**src/bfs_defs.vh**
```
`ifndef BFS_DEFS_VH
`define BFS_DEFS_VH

// ==========================================================
// Register map, byte offsets on the APB
// ==========================================================
`define BFS_ADDR_W 8
`define BFS_OFF_CTRL 8'h00
`define BFS_OFF_DELAY 8'h04
`define BFS_OFF_THRESH 8'h08
`define BFS_OFF_STATUS 8'h0C
`define BFS_OFF_CURRENT 8'h10
`define BFS_OFF_TIMER 8'h14
`define BFS_OFF_ACK 8'h18
`define BFS_OFF_IRQ_STAT 8'h1C
`define BFS_OFF_IRQ_EN 8'h20
`define BFS_OFF_IRQ_CLR 8'h24

// ==========================================================
// Control register fields
// ==========================================================
`define BFS_CTRL_EN 0
`define BFS_CTRL_SCH_LSB 1
`define BFS_CTRL_SCH_W 2
`define BFS_CTRL_RELAY 3
`define BFS_CTRL_LINK 4
`define BFS_CTRL_TMSK_LSB 8

// Detection scheme codes; the spare code acts as combined
`define BFS_SCH_CURRENT 2'h0
`define BFS_SCH_POSITION 2'h1
`define BFS_SCH_COMBINED 2'h2

// ==========================================================
// Status register fields
// ==========================================================
`define BFS_ST_STATE_LSB 0
`define BFS_ST_LOCK 2
`define BFS_ST_TRIP 3
`define BFS_ST_OPENED 4
`define BFS_ST_CURHI 5
`define BFS_ST_POSOPEN 6
`define BFS_ST_RUN 7

// ==========================================================
// Interrupt and acknowledge fields
// ==========================================================
`define BFS_IRQ_TRIP 0
`define BFS_IRQ_REJECT 1
`define BFS_IRQ_START 2
`define BFS_IRQ_W 3
`define BFS_ACK_LOCK 0

// ==========================================================
// Reset values and timing
// ==========================================================
`define BFS_EN_RST 1'h0
`define BFS_SCH_RST 2'h0
`define BFS_RELAY_RST 1'h1
`define BFS_LINK_RST 1'h0
`define BFS_THRESH_RST 16'h0100
`define BFS_IRQ_EN_RST 3'h0
`define BFS_CLK_MHZ 200
`define BFS_DELAY_US_DEF 100

`endif

```
**src/bfs_sync.v**
```verilog
`timescale 1ns/1ps

// ==========================================================
// Pin synchroniser with agreement filter
// ==========================================================
module bfs_sync #(
  parameter P_WIDTH = 3
) (
  // Clock and reset
  input wire i_clk,
  input wire i_rst_b,
  // Asynchronous pins in, clean levels out
  input wire [P_WIDTH-1:0] i_async,
  output wire [P_WIDTH-1:0] o_sync
);

  reg [P_WIDTH-1:0] meta_reg;
  reg [P_WIDTH-1:0] stage2_reg;
  reg [P_WIDTH-1:0] stage3_reg;
  reg [P_WIDTH-1:0] level_reg;

  genvar g;
  generate
    for (g = 0; g < P_WIDTH; g = g + 1) begin : g_bit
      // The first stage feeds the second only; a level counts once two later stages agree
      always @(posedge i_clk or negedge i_rst_b) begin
        if (!i_rst_b) begin
          meta_reg[g] <= 1'h0;
          stage2_reg[g] <= 1'h0;
          stage3_reg[g] <= 1'h0;
          level_reg[g] <= 1'h0;
        end else begin
          meta_reg[g] <= i_async[g];
          stage2_reg[g] <= meta_reg[g];
          stage3_reg[g] <= stage2_reg[g];
          if (stage2_reg[g] == stage3_reg[g]) begin
            level_reg[g] <= stage3_reg[g];
          end
        end
      end
    end
  endgenerate

  assign o_sync = level_reg;

endmodule

```
**src/bfs_timer.v**
```verilog
`timescale 1ns/1ps

// ==========================================================
// Supervision delay timer
// ==========================================================
module bfs_timer #(
  parameter P_CNT_W = 32
) (
  // Clock and reset
  input wire i_clk,
  input wire i_rst_b,
  // Control
  input wire i_start,
  input wire i_stop,
  input wire [P_CNT_W-1:0] i_delay,
  // Status
  output wire o_expired,
  output wire o_running,
  output wire [P_CNT_W-1:0] o_count
);

  reg [P_CNT_W-1:0] cnt_reg;
  reg run_reg;
  wire [P_CNT_W-1:0] last_cnt;

  // A zero delay behaves as one cycle so expiry cannot be skipped
  assign last_cnt = (i_delay == {P_CNT_W{1'b0}}) ? {P_CNT_W{1'b0}} :
                    i_delay - {{(P_CNT_W-1){1'b0}}, 1'b1};

  // Start wins over stop so a fresh trigger is never dropped
  always @(posedge i_clk or negedge i_rst_b) begin
    if (!i_rst_b) begin
      cnt_reg <= {P_CNT_W{1'b0}};
      run_reg <= 1'h0;
    end else if (i_start) begin
      cnt_reg <= {P_CNT_W{1'b0}};
      run_reg <= 1'h1;
    end else if (i_stop) begin
      cnt_reg <= {P_CNT_W{1'b0}};
      run_reg <= 1'h0;
    end else if (run_reg && (cnt_reg != last_cnt)) begin
      cnt_reg <= cnt_reg + {{(P_CNT_W-1){1'b0}}, 1'b1};
    end
  end

  // Expiry holds until the owner stops the timer
  assign o_expired = run_reg && (cnt_reg == last_cnt);
  assign o_running = run_reg;
  assign o_count = cnt_reg;

endmodule

```
**src/bfs_top.v**
```verilog
// Local design decisions: register access over APB and the placing of the registers.
`timescale 1ns/1ps
`include "bfs_defs.vh"

module bfs_top #(
  parameter P_NTRIG = 4,
  parameter P_CUR_W = 16,
  parameter [31:0] P_DELAY_CYC = `BFS_DELAY_US_DEF * `BFS_CLK_MHZ
) (
  // Clock and reset
  input wire i_ref_clk,
  input wire i_rst_b,
  // APB slave
  input wire i_psel,
  input wire i_penable,
  input wire i_pwrite,
  input wire [`BFS_ADDR_W-1:0] i_paddr,
  input wire [31:0] i_pwdata,
  output wire [31:0] o_prdata,
  output wire o_pready,
  output wire o_pslverr,
  // Trip sources and measurement, same clock domain
  input wire [P_NTRIG-1:0] i_trip_src,
  input wire [P_CUR_W-1:0] i_phase_current,
  // Breaker contacts and acknowledge key, asynchronous pins
  input wire i_pos_open_contact,
  input wire i_pos_closed_contact,
  input wire i_lock_ack_pin,
  // Upstream backup trip and lockout, host interrupt
  output wire o_backup_trip_relay,
  output wire o_backup_trip_link,
  output wire o_lockout,
  output wire o_irq
);

  // ==========================================================
  // States
  // ==========================================================
  localparam ST_STANDBY = 2'h0;
  localparam ST_RUN = 2'h1;
  localparam ST_REJECT = 2'h2;
  localparam ST_TRIP = 2'h3;

  // ==========================================================
  // Declarations
  // ==========================================================
  reg rst_meta_reg;
  reg rst_sync_reg;
  wire rst_b_int;
  wire [2:0] pin_sync;
  wire pos_open_s;
  wire pos_closed_s;
  wire ack_pin_s;
  reg ack_pin_prev_reg;
  reg en_reg;
  reg [`BFS_CTRL_SCH_W-1:0] scheme_reg;
  reg relay_en_reg;
  reg link_en_reg;
  reg [P_NTRIG-1:0] tmask_reg;
  reg [31:0] delay_reg;
  reg [P_CUR_W-1:0] thresh_reg;
  reg [`BFS_IRQ_W-1:0] irq_stat_reg;
  reg [`BFS_IRQ_W-1:0] irq_stat_next;
  reg [`BFS_IRQ_W-1:0] irq_en_reg;
  reg [1:0] state_reg;
  reg [1:0] state_next;
  reg trip_reg;
  reg relay_reg;
  reg link_reg;
  reg lock_reg;
  reg lock_next;
  reg irq_reg;
  reg [31:0] rdata_reg;
  reg [31:0] rdata_next;
  reg timer_start;
  reg timer_stop;
  reg ev_start;
  reg ev_reject;
  reg ev_trip;
  wire timer_expired;
  wire timer_running;
  wire [31:0] timer_count;
  wire trig_any;
  wire cur_high;
  wire pos_open;
  wire breaker_opened;
  wire wr_en;
  wire rd_setup;
  wire ack_req;
  wire [`BFS_IRQ_W-1:0] irq_set;

  // ==========================================================
  // Functions
  // ==========================================================
  // Address decode for the error answer only; the read mux decodes on its own
  function addr_valid;
    input [`BFS_ADDR_W-1:0] addr;
    begin
      case (addr)
        `BFS_OFF_CTRL, `BFS_OFF_DELAY, `BFS_OFF_THRESH, `BFS_OFF_STATUS,
        `BFS_OFF_CURRENT, `BFS_OFF_TIMER, `BFS_OFF_ACK, `BFS_OFF_IRQ_STAT,
        `BFS_OFF_IRQ_EN, `BFS_OFF_IRQ_CLR: addr_valid = 1'b1;
        default: addr_valid = 1'b0;
      endcase
    end
  endfunction

  // Opening judgement per scheme
  function opened_by_scheme;
    input [`BFS_CTRL_SCH_W-1:0] sch;
    input cur_hi;
    input p_open;
    begin
      case (sch)
        `BFS_SCH_CURRENT: opened_by_scheme = ~cur_hi;
        `BFS_SCH_POSITION: opened_by_scheme = p_open;
        // Failure needs both signs, so either sign of opening stops it
        default: opened_by_scheme = ~cur_hi | p_open;
      endcase
    end
  endfunction

  // ==========================================================
  // Reset release
  // ==========================================================
  // Assertion is immediate, release waits two edges
  always @(posedge i_ref_clk or negedge i_rst_b) begin
    if (!i_rst_b) begin
      rst_meta_reg <= 1'h0;
      rst_sync_reg <= 1'h0;
    end else begin
      rst_meta_reg <= 1'h1;
      rst_sync_reg <= rst_meta_reg;
    end
  end
  assign rst_b_int = rst_sync_reg;

  // ==========================================================
  // Pin inputs and timer
  // ==========================================================
  bfs_sync #(
    .P_WIDTH(3)
  ) u_pin_sync (
    .i_clk(i_ref_clk),
    .i_rst_b(rst_b_int),
    .i_async({i_lock_ack_pin, i_pos_closed_contact, i_pos_open_contact}),
    .o_sync(pin_sync)
  );
  assign pos_open_s = pin_sync[0];
  assign pos_closed_s = pin_sync[1];
  assign ack_pin_s = pin_sync[2];

  bfs_timer #(
    .P_CNT_W(32)
  ) u_timer (
    .i_clk(i_ref_clk),
    .i_rst_b(rst_b_int),
    .i_start(timer_start),
    .i_stop(timer_stop),
    .i_delay(delay_reg),
    .o_expired(timer_expired),
    .o_running(timer_running),
    .o_count(timer_count)
  );

  // ==========================================================
  // Opening detection
  // ==========================================================
  // Contacts count as open only when they agree, guarding a stuck contact
  assign pos_open = pos_open_s & ~pos_closed_s;
  assign cur_high = (i_phase_current >= thresh_reg);
  assign breaker_opened = opened_by_scheme(scheme_reg, cur_high, pos_open);
  assign trig_any = en_reg & (|(i_trip_src & tmask_reg));

  // ==========================================================
  // Supervision state machine
  // ==========================================================
  // Opening and expiry in one cycle favour the breaker having opened
  always @* begin
    state_next = state_reg;
    timer_start = 1'b0;
    timer_stop = 1'b0;
    ev_start = 1'b0;
    ev_reject = 1'b0;
    ev_trip = 1'b0;
    case (state_reg)
      ST_STANDBY: begin
        if (trig_any) begin
          state_next = ST_RUN;
          timer_start = 1'b1;
          ev_start = 1'b1;
        end
      end
      ST_RUN: begin
        // The trigger is looked at only once opening is seen, so it may drop freely before
        if (breaker_opened) begin
          timer_stop = 1'b1;
          if (trig_any) begin
            state_next = ST_REJECT;
            ev_reject = 1'b1;
          end else begin
            state_next = ST_STANDBY;
          end
        end else if (timer_expired) begin
          state_next = ST_TRIP;
          timer_stop = 1'b1;
          ev_trip = 1'b1;
        end
      end
      ST_REJECT: begin
        if (!trig_any) begin
          state_next = ST_STANDBY;
        end
      end
      ST_TRIP: begin
        // Backup trip holds while the fault is still being tripped
        if (!trig_any) begin
          state_next = ST_STANDBY;
        end
      end
      default: begin
        state_next = ST_STANDBY;
      end
    endcase
  end

  // Lockout: a new failure wins over a same-cycle acknowledge
  assign ack_req = (wr_en && (i_paddr == `BFS_OFF_ACK) && i_pwdata[`BFS_ACK_LOCK]) ||
                   (ack_pin_s && !ack_pin_prev_reg);
  always @* begin
    lock_next = lock_reg;
    if (ev_trip) begin
      lock_next = 1'b1;
    end else if (ack_req) begin
      lock_next = 1'b0;
    end
  end

  // State, trip routing and lockout flops
  always @(posedge i_ref_clk or negedge rst_b_int) begin
    if (!rst_b_int) begin
      state_reg <= ST_STANDBY;
      trip_reg <= 1'h0;
      relay_reg <= 1'h0;
      link_reg <= 1'h0;
      lock_reg <= 1'h0;
      ack_pin_prev_reg <= 1'h0;
    end else begin
      state_reg <= state_next;
      trip_reg <= (state_next == ST_TRIP);
      relay_reg <= (state_next == ST_TRIP) & relay_en_reg;
      link_reg <= (state_next == ST_TRIP) & link_en_reg;
      lock_reg <= lock_next;
      ack_pin_prev_reg <= ack_pin_s;
    end
  end

  assign o_backup_trip_relay = relay_reg;
  assign o_backup_trip_link = link_reg;
  assign o_lockout = lock_reg;

  // ==========================================================
  // APB slave
  // ==========================================================
  // Zero wait states; read data is fetched in the setup cycle
  assign wr_en = i_psel & i_penable & i_pwrite;
  assign rd_setup = i_psel & ~i_penable & ~i_pwrite;
  assign o_pready = 1'h1;
  assign o_pslverr = i_psel & i_penable & ~addr_valid(i_paddr);

  // Configuration registers
  always @(posedge i_ref_clk or negedge rst_b_int) begin
    if (!rst_b_int) begin
      en_reg <= `BFS_EN_RST;
      scheme_reg <= `BFS_SCH_RST;
      relay_en_reg <= `BFS_RELAY_RST;
      link_en_reg <= `BFS_LINK_RST;
      tmask_reg <= {P_NTRIG{1'b1}};
      delay_reg <= P_DELAY_CYC;
      thresh_reg <= `BFS_THRESH_RST;
      irq_en_reg <= `BFS_IRQ_EN_RST;
    end else if (wr_en) begin
      case (i_paddr)
        `BFS_OFF_CTRL: begin
          en_reg <= i_pwdata[`BFS_CTRL_EN];
          scheme_reg <= i_pwdata[`BFS_CTRL_SCH_LSB +: `BFS_CTRL_SCH_W];
          relay_en_reg <= i_pwdata[`BFS_CTRL_RELAY];
          link_en_reg <= i_pwdata[`BFS_CTRL_LINK];
          tmask_reg <= i_pwdata[`BFS_CTRL_TMSK_LSB +: P_NTRIG];
        end
        `BFS_OFF_DELAY: delay_reg <= i_pwdata;
        `BFS_OFF_THRESH: thresh_reg <= i_pwdata[P_CUR_W-1:0];
        `BFS_OFF_IRQ_EN: irq_en_reg <= i_pwdata[`BFS_IRQ_W-1:0];
        default: begin
        end
      endcase
    end
  end

  // Read mux; unused bits read as zero
  always @* begin
    rdata_next = 32'h0000_0000;
    case (i_paddr)
      `BFS_OFF_CTRL: begin
        rdata_next[`BFS_CTRL_EN] = en_reg;
        rdata_next[`BFS_CTRL_SCH_LSB +: `BFS_CTRL_SCH_W] = scheme_reg;
        rdata_next[`BFS_CTRL_RELAY] = relay_en_reg;
        rdata_next[`BFS_CTRL_LINK] = link_en_reg;
        rdata_next[`BFS_CTRL_TMSK_LSB +: P_NTRIG] = tmask_reg;
      end
      `BFS_OFF_DELAY: rdata_next = delay_reg;
      `BFS_OFF_THRESH: rdata_next[P_CUR_W-1:0] = thresh_reg;
      `BFS_OFF_STATUS: begin
        rdata_next[`BFS_ST_STATE_LSB +: 2] = state_reg;
        rdata_next[`BFS_ST_LOCK] = lock_reg;
        rdata_next[`BFS_ST_TRIP] = trip_reg;
        rdata_next[`BFS_ST_OPENED] = breaker_opened;
        rdata_next[`BFS_ST_CURHI] = cur_high;
        rdata_next[`BFS_ST_POSOPEN] = pos_open;
        rdata_next[`BFS_ST_RUN] = timer_running;
      end
      `BFS_OFF_CURRENT: rdata_next[P_CUR_W-1:0] = i_phase_current;
      `BFS_OFF_TIMER: rdata_next = timer_count;
      `BFS_OFF_IRQ_STAT: rdata_next[`BFS_IRQ_W-1:0] = irq_stat_reg;
      `BFS_OFF_IRQ_EN: rdata_next[`BFS_IRQ_W-1:0] = irq_en_reg;
      default: rdata_next = 32'h0000_0000;
    endcase
  end

  always @(posedge i_ref_clk or negedge rst_b_int) begin
    if (!rst_b_int) begin
      rdata_reg <= 32'h0000_0000;
    end else if (rd_setup) begin
      rdata_reg <= rdata_next;
    end
  end
  assign o_prdata = rdata_reg;

  // ==========================================================
  // Interrupts
  // ==========================================================
  // Sticky events; a set in the clearing cycle survives the clear
  assign irq_set = {ev_start, ev_reject, ev_trip};
  always @* begin
    irq_stat_next = irq_stat_reg;
    if (wr_en && (i_paddr == `BFS_OFF_IRQ_CLR)) begin
      irq_stat_next = irq_stat_reg & ~i_pwdata[`BFS_IRQ_W-1:0];
    end
    irq_stat_next = irq_stat_next | irq_set;
  end

  always @(posedge i_ref_clk or negedge rst_b_int) begin
    if (!rst_b_int) begin
      irq_stat_reg <= {`BFS_IRQ_W{1'b0}};
      irq_reg <= 1'h0;
    end else begin
      irq_stat_reg <= irq_stat_next;
      irq_reg <= |(irq_stat_next & irq_en_reg);
    end
  end
  assign o_irq = irq_reg;

endmodule

```
**config.mk**
```make
export PLATFORM = sky130hd
export DESIGN_NAME = bfs_top
export DESIGN_NICKNAME = d
export VERILOG_FILES = /design/src/bfs_sync.v /design/src/bfs_timer.v /design/src/bfs_top.v
export VERILOG_INCLUDE_DIRS = /design/src
export SDC_FILE = /design/constraint.sdc
export NUM_CORES = 1
export LEC_CHECK = 0
export BUFFER_PORTS_ARGS = -buffer_cell sky130_fd_sc_hd__buf_2
export CAP_MARGIN = 20
export CORE_MARGIN = 10
export CORE_UTILIZATION = 35
export DETAILED_ROUTE_END_ITERATION = 10
export PLACE_DENSITY = 0.51
export SETUP_SLACK_MARGIN = 0.5
export SKIP_CTS_REPAIR_TIMING = 1
export SYNTH_ARGS = -nofsm -noshare
export SYNTH_HDL_FRONTEND = slang
export SYNTH_SLANG_ARGS = --single-unit
export TNS_END_PERCENT = 50
```
**constraint.sdc**
```tcl
create_clock -name i_ref_clk -period 5.6 [get_ports i_ref_clk]
set_clock_uncertainty 0.15 [all_clocks]
set_input_delay 0.84 -clock i_ref_clk [delete_from_list [all_inputs] [get_ports i_ref_clk]]
set_output_delay 0.84 -clock i_ref_clk [all_outputs]
set_load 0.02 [all_outputs]
```
==> results of run 1 <==
-- cells in the mapped netlist (all sizes together), types with 21 or more instances --
master and instances:
or3 25, nor2 81, nand2 68, a21oi 53
nor3 24, nor4 23, inv 31, mux2 46
xnor2 23, o21ai 60, dfrtp 139, clkbuf 38
nand4 21, buf 22, nand3 27, a22oi 21
-- logic make-up (layout without fill, tap and decap cells) --
kind of cell | Yosys count | in the layout | synth area share
multiplexers | 55 | 55 | 0.06838
other | 1 | 2 | 0.0004217
flip-flops | 150 | 150 | 0.4237
XOR/XNOR | 44 | 44 | 0.04798
AND/OR/NAND/NOR | 341 | 341 | 0.2030
buffers and inverters | 91 | 177 | 0.04362
AO/OA/AOI/OAI | 240 | 240 | 0.1842
adder cells (fa/ha/maj) | 21 | 21 | 0.02870
-- layer usage --
| metal | vias to the layer above | track usage |
|---|---|---|
| li1 | 3663 | - |
| met1 | 3795 | 0.2536 |
| met2 | 233 | 0.2755 |
| met3 | 31 | 0.03269 |
| met4 | 0 | 0.05125 |
| met5 | - | 0 |
-- stage by stage --
| stage | power (W) | area [um2] |
|---|---|---|
| 2_1_floorplan | 0.001903 | 8896 |
| 3_3_place_gp | 0.002195 | 9669 |
| 3_5_place_dp | 0.002199 | 9669 |
| 4_1_cts | 0.003398 | 10270 |
| 5_1_grt | 0.003552 | 10290 |
| 6_report | 0.003377 | 10290 |
-- layout make-up --
| type | count | area share |
|---|---|---|
| Multi-Input combinational cell | 703 | 0.4648 |
| Sequential cell | 150 | 0.3665 |
| Timing Repair Buffer | 114 | 0.05910 |
| Clock buffer | 18 | 0.04269 |
| Tap cell | 330 | 0.04013 |
| Clock inverter | 14 | 0.01544 |
| Inverter | 31 | 0.01131 |
-- report_power, final --
part / total (W) / internal (W) / switching, W
clock network: 0.00119 / 0.000646 / 0.000542
logic: 0.000817 / 0.000320 / 0.000497
registers: 0.00137 / 0.00118 / 0.000188
-- worst max-delay path, stage by stage, from the launching register on --
cell	delay [ps]
dfrtp_1	430
inv_1	80
ha_1	220
or4b_1	630
or3_4	480
or3_4	500
o32ai_1	330
nand2_1	110
nor4_2	350
nand4_4	310
nor4_1	410
or3_1	150
buf_4	340
nor2_1	90
-- worst min-delay path by stage --
stage,endpoint,slack (ps),cells past startpoint
2_1_floorplan,rst_b_int,180,0
3_3_place_gp,u_pin_sync.stage2_reg[1],180,0
3_5_place_dp,u_pin_sync.stage2_reg[0],180,0
4_1_cts,rst_b_int,-1,1
5_1_grt,rst_b_int,6,1
6_report,rst_b_int,10,1
==> reports/metrics.cfg, run 1 <==
[drt]
drtPass1Iterations = 6
wl_met3_um = 1604
top_layer = met4
wl_met2_um = 13170
remaining_drc_errors = 0
drt_iter0_markers = 724
num_vias = 7722
wl_met1_um = 13530
ant_nets = 0
wl_um = 28800
wl_per_cell_um = 21.18
viasPerCell = 5.678

[die]
fp-row-count = 58
pin_count = 106
start_util = 0.3541
core-area_um2 = 25110
die_y_um = 179.4
dieWidth_um = 179.4
die_area_um2 = 32180

[synth]
netlist_area_um2 = 8892
syn_area_per_cell_um2 = 9.430
synthArstFlopShare = 1.000
synth_edf_count = 0
ys_ff_latch = 150
synth.distinct_cells = 83
ys_seq_area_frac = 0.4237
synthFlopType = dfrtp_1
synth_warnings = 0
ys_top_cells_by_area = dfrtp_1, mux2_2, nor2_1
netlist_instances = 943
yosysTopAreaCell = dfrtp_1
synth_top_cell_area_share = 0.3912

[finish]
finish.utilization = 0.4098
diodes = 0
seq_area_um2 = 3771
multi_input_area_um2 = 4782
area_growth_pct = 15.70
nNetsFinal = 1103
final_common_cell = dfrtp_1
fillerInstances = 2522
final_cell_mix = dfrtp_1, buf_2, nor2_1, nand2_1, o21ai_0
final_cells = 1360
drive_gt1_frac = 0.2291

[timing]
rsz0062_at_grt = false
fin_hold_ws_ps = 13.94
period_minus_slack_ps = 4731
tns_ps = 0
period_share = 0.8449
max_slew_margin = 0.3883
tightest_slew_ps = 917.5
drv_slew = 0
setup_viol = 0
fmax_ghz = 0.2114
hold_viol = 0
fin_ws_ps = 868.8

[worst_setup_path]
critPathMaxFanout = 32
critPathCaptureType = register
critPathLaunchType = register
setup.worst_path.end = u_timer.o_count[3]
reg2reg_depth = 13
timing.rr.start = delay_reg[0]
cp.required_ps = 5750
critical_path_arrival_ps = 4890
startpoint = delay_reg[0]
r2r_slack_ps = 870
reg2reg_to = u_timer.o_count[3]
crit_type = reg2reg

[placed_design]
gp_congestion = 0.8763
dp_hpwl_um = 20680
placement.io_buffers = 104
dpl.cell_count = 1328
place_ws_ps = 668.4

[clock_network]
clock_path_buffers = 2
path_clk_slew_ps = 70
clkSinkCount = 150
clk-insertion-delay-late_ps = 440
cts_tree = yes
h-tree-depth = 4
root_buffer = clkbuf_16
cts_buffers = 17

[power]
p_leak_nw = 4.504
peakVddDrop_v = 0.0001703
power_density_nw_per_um2 = 328.3

[global_route]
grt_max_degree = 149
first_global_vias = 7507
grt_pass1_wl_um = 45040
gr-usage-all-layers = 0.1796
grt-ovfl-total = 0
antenna_found_initial = 0

[outcome]
status = finished, final reports clean

[job]
drv_cap = 0

[worst_hold_path]
min_path_type = in2async

Power figures use the tool's default switching activity.
==> inputs of run 2 (changes only) <==
==> constraint.sdc (replaced) <==
create_clock -name i_ref_clk -period 4.4 [get_ports i_ref_clk]
set_clock_uncertainty 0.15 [all_clocks]
set_input_delay 0.66 -clock i_ref_clk [delete_from_list [all_inputs] [get_ports i_ref_clk]]
set_output_delay 0.66 -clock i_ref_clk [all_outputs]
set_load 0.02 [all_outputs]
==> reports/metrics.cfg, run 2 (synthesis gave the netlist of run 1 again) <==
[finish]
area_growth_pct = 24.34
final_cell_mix = dfrtp_1, buf_2, nor2_1, nand2_1, o21ai_0
final_common_cell = dfrtp_1
final_cells = 1415
finish.utilization = 0.4404
nNetsFinal = 1158
drive_gt1_frac = 0.3088
diodes = 0

[power]
peakVddDrop_v = 0.0002413
power_density_nw_per_um2 = 405.5
p_leak_nw = 4.842

[drt]
wl_per_cell_um = 21.45
drt_iter0_markers = 759
viasPerCell = 5.683
ant_nets = 0
wl_um = 30350
num_vias = 8041
remaining_drc_errors = 0
drtPass1Iterations = 8

[timing]
setup_viol = 0
period_minus_slack_ps = 4000
period_share = 0.9092
drv_slew = 0
fmax_ghz = 0.2500
hold_viol = 0
rsz0062_at_grt = true
tns_ps = 0
max_slew_margin = 0.4195
tightest_slew_ps = 870.8
fin_hold_ws_ps = 175.8

[die]
fp-row-count = 58
dieWidth_um = 179.4
start_util = 0.3541
die_y_um = 179.4
core-area_um2 = 25110
pin_count = 106
die_area_um2 = 32180

[placed_design]
dp_hpwl_um = 21730
placement.io_buffers = 104
gp_congestion = 0.8923
dpl.cell_count = 1363

[worst_setup_path]
path_cells = or4b_4, or3_4, or3_4, o32ai_2, nand2_1, nor4_4, nand4_4, nor4_4, or3_4, clkbuf_16, nor2_1
critPathMaxFanout = 16
cp.required_ps = 4570
cp_slowest_cell = or4b_4
critPathMostFrequentCell = or3_4
critPathTopFamily = simple AND/OR/NAND/NOR gates
critPathCaptureType = register
max_stage_delay_ps = 600
path_buf_inv = 1
crit_type = reg2reg
critical_path_arrival_ps = 4170
critPathLaunchType = register

[job]
drv_cap = 0

[global_route]
grt_busiest_layer = met2
grtUsageMet2 = 0.2870
grt-ovfl-total = 0
gr-usage-all-layers = 0.1833
antenna_found_initial = 0
grt_use_met1 = 0.2488
grt_max_degree = 85
grt_pass1_wl_um = 46140
first_global_vias = 7806
met3_usage = 0.03751

[clock_network]
root_buffer = clkbuf_16
cts_buffers = 17
path_clk_slew_ps = 70
clock_path_buffers = 2
h-tree-depth = 4
cts_tree = yes
clkSinkCount = 150
clk-insertion-delay-late_ps = 440

[outcome]
status = finished, final reports clean

[worst_hold_path]
min_path_type = in2reg

-- run 2: cell types whose count changed in the layout (fill, tap and decap cells not counted), sizes merged, moves of 2 or more --
cell / before / now
inv: 39 / 37
clkbuf: 18 / 20
clkinvlp: 2 / 4
buf: 114 / 164
-- run 2: area by class of cell --
cell class                      count  area (um2)
Inverter                           31       116.4
Clock inverter                     14       167.7
Sequential cell                   150        3776
Fill cell                        2529       14050
Timing Repair Buffer              167        1069
Tap cell                          330       412.9
Clock buffer                       18       429.2
Multi-Input combinational cell    705        5086
-- run 2: worst register-to-register path: stages, from the launching register on --
cell	delay (ps)
dfrtp_1	510
or4b_4	610
or3_4	430
or3_4	470
o32ai_2	260
nand2_1	150
nor4_4	320
nand4_4	180
nor4_4	340
or3_4	230
clkbuf_16	190
nor2_1	60
-- run 2: report_power, final --
group | internal, W | total (W) | switching, W
registers | 0.00151 | 0.00175 | 0.000239
logic | 0.000508 | 0.00122 | 0.000710
clock network | 0.000854 | 0.00152 | 0.000666
-- run 2: metrics by stage --
step	power [W]	instance area, um2	setup WS, ps
floorplan	0.002422	8897	459.2
global placement	0.002851	9952	257.9
detailed placement	0.002852	9952	131.2
CTS	0.004382	10550	110.2
global route	0.004712	11060	303.8
finish	0.004484	11060	399.7
-- run 2: final timing paths --
path,from,to,cells after the start,slack [ps]
worst min register to register,u_pin_sync.meta_reg[1],u_pin_sync.stage2_reg[1],0,200
worst max register to register,delay_reg[3],u_timer.o_count[2],11,400
max in group asynchronous,rst_b_int,u_timer.o_count[23],1,2810
worst max-delay path,delay_reg[3],u_timer.o_count[2],11,400
worst min-delay path,i_pos_open_contact,u_pin_sync.meta_reg[0],1,180
min in group asynchronous,rst_b_int,thresh_reg[10],0,300
-- run 2: metal layers --
| layer | vias up | routed length [um] |
|---|---|---|
| li1 | 3777 | - |
| met1 | 3926 | 13530 |
| met5 | - | 0 |
| met2 | 287 | 13990 |
| met4 | 0 | 819 |
| met3 | 51 | 2010 |
==> inputs of run 3 (changes only) <==
--- a/config.mk
+++ b/config.mk
@@ -9,9 +9,9 @@
 export BUFFER_PORTS_ARGS = -buffer_cell sky130_fd_sc_hd__buf_2
 export CAP_MARGIN = 20
 export CORE_MARGIN = 10
-export CORE_UTILIZATION = 35
+export CORE_UTILIZATION = 33
 export DETAILED_ROUTE_END_ITERATION = 10
-export PLACE_DENSITY = 0.51
+export PLACE_DENSITY = 0.48
 export SETUP_SLACK_MARGIN = 0.5
 export SKIP_CTS_REPAIR_TIMING = 1
 export SYNTH_ARGS = -nofsm -noshare
==> reports/metrics.cfg, run 3 (synthesis gave the netlist of run 1 again) <==
[outcome]
status = finished, final reports clean

[power]
p_leak_nw = 4.953
pwr-share-clk = 0.330
peakVddDrop_v = 0.0002333
power_w = 0.004505
p_seq_frac = 0.390
swShare = 0.3740
power_density_nw_per_um2 = 400.5
internal_power_w = 0.002820
switching_power_w = 0.001685
power_frac_comb = 0.280

[worst_setup_path]
critPathTopFamily = simple AND/OR/NAND/NOR gates
critPathLaunchType = register
timing.rr.start = delay_reg[6]
cp.required_ps = 4580
path_cells = or4_4, or4_4, buf_4, nor4_4, buf_4, xnor2_1, a211o_1, nor3b_2, nand4b_4, buf_8, o21ai_4, mux2i_1, nor2_1
startpoint = delay_reg[6]
critPathMaxFanout = 11
crit_type = reg2reg
max_stage_delay_ps = 590
path_buf_inv = 3
critical_path_arrival_ps = 4140
cp_slowest_cell = or4_4
critPathCaptureType = register

[timing]
hold_viol = 0
fmax_ghz = 0.2523
tns_ps = 0
setup_viol = 0
max_slew_margin = 0.3529
period_share = 0.9009
rsz0062_at_grt = true
period_minus_slack_ps = 3964
tightest_slew_ps = 970.6
drv_slew = 0

[clock_network]
h-tree-depth = 4
clk-insertion-delay-late_ps = 440
clkSinkCount = 150
root_buffer = clkbuf_16
cts_buffers = 17
clock_path_buffers = 2
cts_tree = yes
path_clk_slew_ps = 80

[finish]
area_growth_pct = 26.48
drive_gt1_frac = 0.3202
final_cell_mix = dfrtp_1, buf_2, nor2_1, nand2_1, buf_4
finalInstanceArea_um2 = 11250
diodes = 0
nNetsFinal = 1166
final_common_cell = dfrtp_1

[die]
core-area_um2 = 26730
dieWidth_um = 184.2
pin_count = 106
fp-row-count = 60
die_y_um = 184.2
start_util = 0.3327
die_area_um2 = 33910

[placed_design]
dp_hpwl_um = 22150
place_area_um2 = 9936
gp_congestion = 0.9148
placement.io_buffers = 104

[global_route]
grt_max_degree = 73
grt_pass1_wl_um = 46470
gr-usage-all-layers = 0.1767
antenna_found_initial = 0
first_global_vias = 7742
grt-ovfl-total = 0

[drt]
remaining_drc_errors = 0
drt_iter0_markers = 664
wl_per_cell_um = 21.50
viasPerCell = 5.610
wl_um = 30830
drtPass1Iterations = 5
num_vias = 8045
ant_nets = 0

[worst_hold_path]
hold_start = i_lock_ack_pin
min_path_type = in2reg

[job]
drv_cap = 0

[run 3: cell types whose count changed in the layout (fill, tap and decap cells not counted), moves of 3 or more]
cell        delta
buf_4          +8
nor4_4         +3
inv_8          +3
buf_2          -3
clkinvlp_4     -3
a21oi_2        -3
o21ai_0        -5
a21oi_1        +5
nor2_1         -6
o21ai_1        +5
nor2_2         +6
[run 3: power by group through the flow]
| stage | logic, W | clock network [W] | registers, W |
|---|---|---|---|
| after global routing | 0.00137 | 0.00159 | 0.00178 |
| after CTS | 0.00108 | 0.00152 | 0.00175 |
| after global placement | 0.00108 | 0 | 0.00177 |
| final | 0.00126 | 0.00149 | 0.00176 |
| after floorplan | 0.000718 | 0 | 0.00170 |
| after detailed placement | 0.00108 | 0 | 0.00177 |
[run 3: path summary, 6_finish.rpt]
check / endpoint / cells after the start / slack, ps
max: u_timer.o_count[1] / 13 / 440
min: u_pin_sync.meta_reg[2] / 1 / 170
max reg2reg: u_timer.o_count[1] / 13 / 440
min reg2reg: u_pin_sync.stage2_reg[1] / 0 / 200
max in group asynchronous: u_timer.o_count[18] / 1 / 2700
min in group asynchronous: thresh_reg[3] / 0 / 340
[run 3: area by class of cell]
type / instances / area (um2)
Fill cell: 2666 / 15480
Multi-Input combinational cell: 704 / 5155
Sequential cell: 150 / 3775
Timing Repair Buffer: 176 / 1184
Clock buffer: 18 / 439.2
Tap cell: 341 / 426.7
Clock inverter: 14 / 151.4
Inverter: 31 / 116.4
[run 3: through the flow]
step           cells  setup slack [ps]  hold WS, ps  utilization
6_report        1434             436.2        167.5       0.4208
5_1_grt         1434             334.6        144.9       0.4208
3_3_place_gp    1370             257.7        185.0       0.3718
3_5_place_dp    1370             141.1        184.7       0.3718
4_1_cts         1402             131.2       -181.3       0.3939
2_1_floorplan    944             459.2        181.1            -
[run 3: worst register-to-register path, cell delays in order, from the launching register on]
cell and delay [ps]:
dfrtp_1 400, or4_4 590, or4_4 590, buf_4 180, nor4_4 280, buf_4 170, xnor2_1 90, a211o_1 300
nor3b_2 260, nand4b_4 150, buf_8 170, o21ai_4 250, mux2i_1 210, nor2_1 50
[run 3: layer usage]
metal  global-route usage  share of wire  vias to the layer above
li1                     -              -                     3782
met1               0.2383           0.46                     3967
met2               0.2789           0.47                      252
met3              0.03367          0.053                       44
met4              0.05703          0.024                        0
met5                    0              0                        -
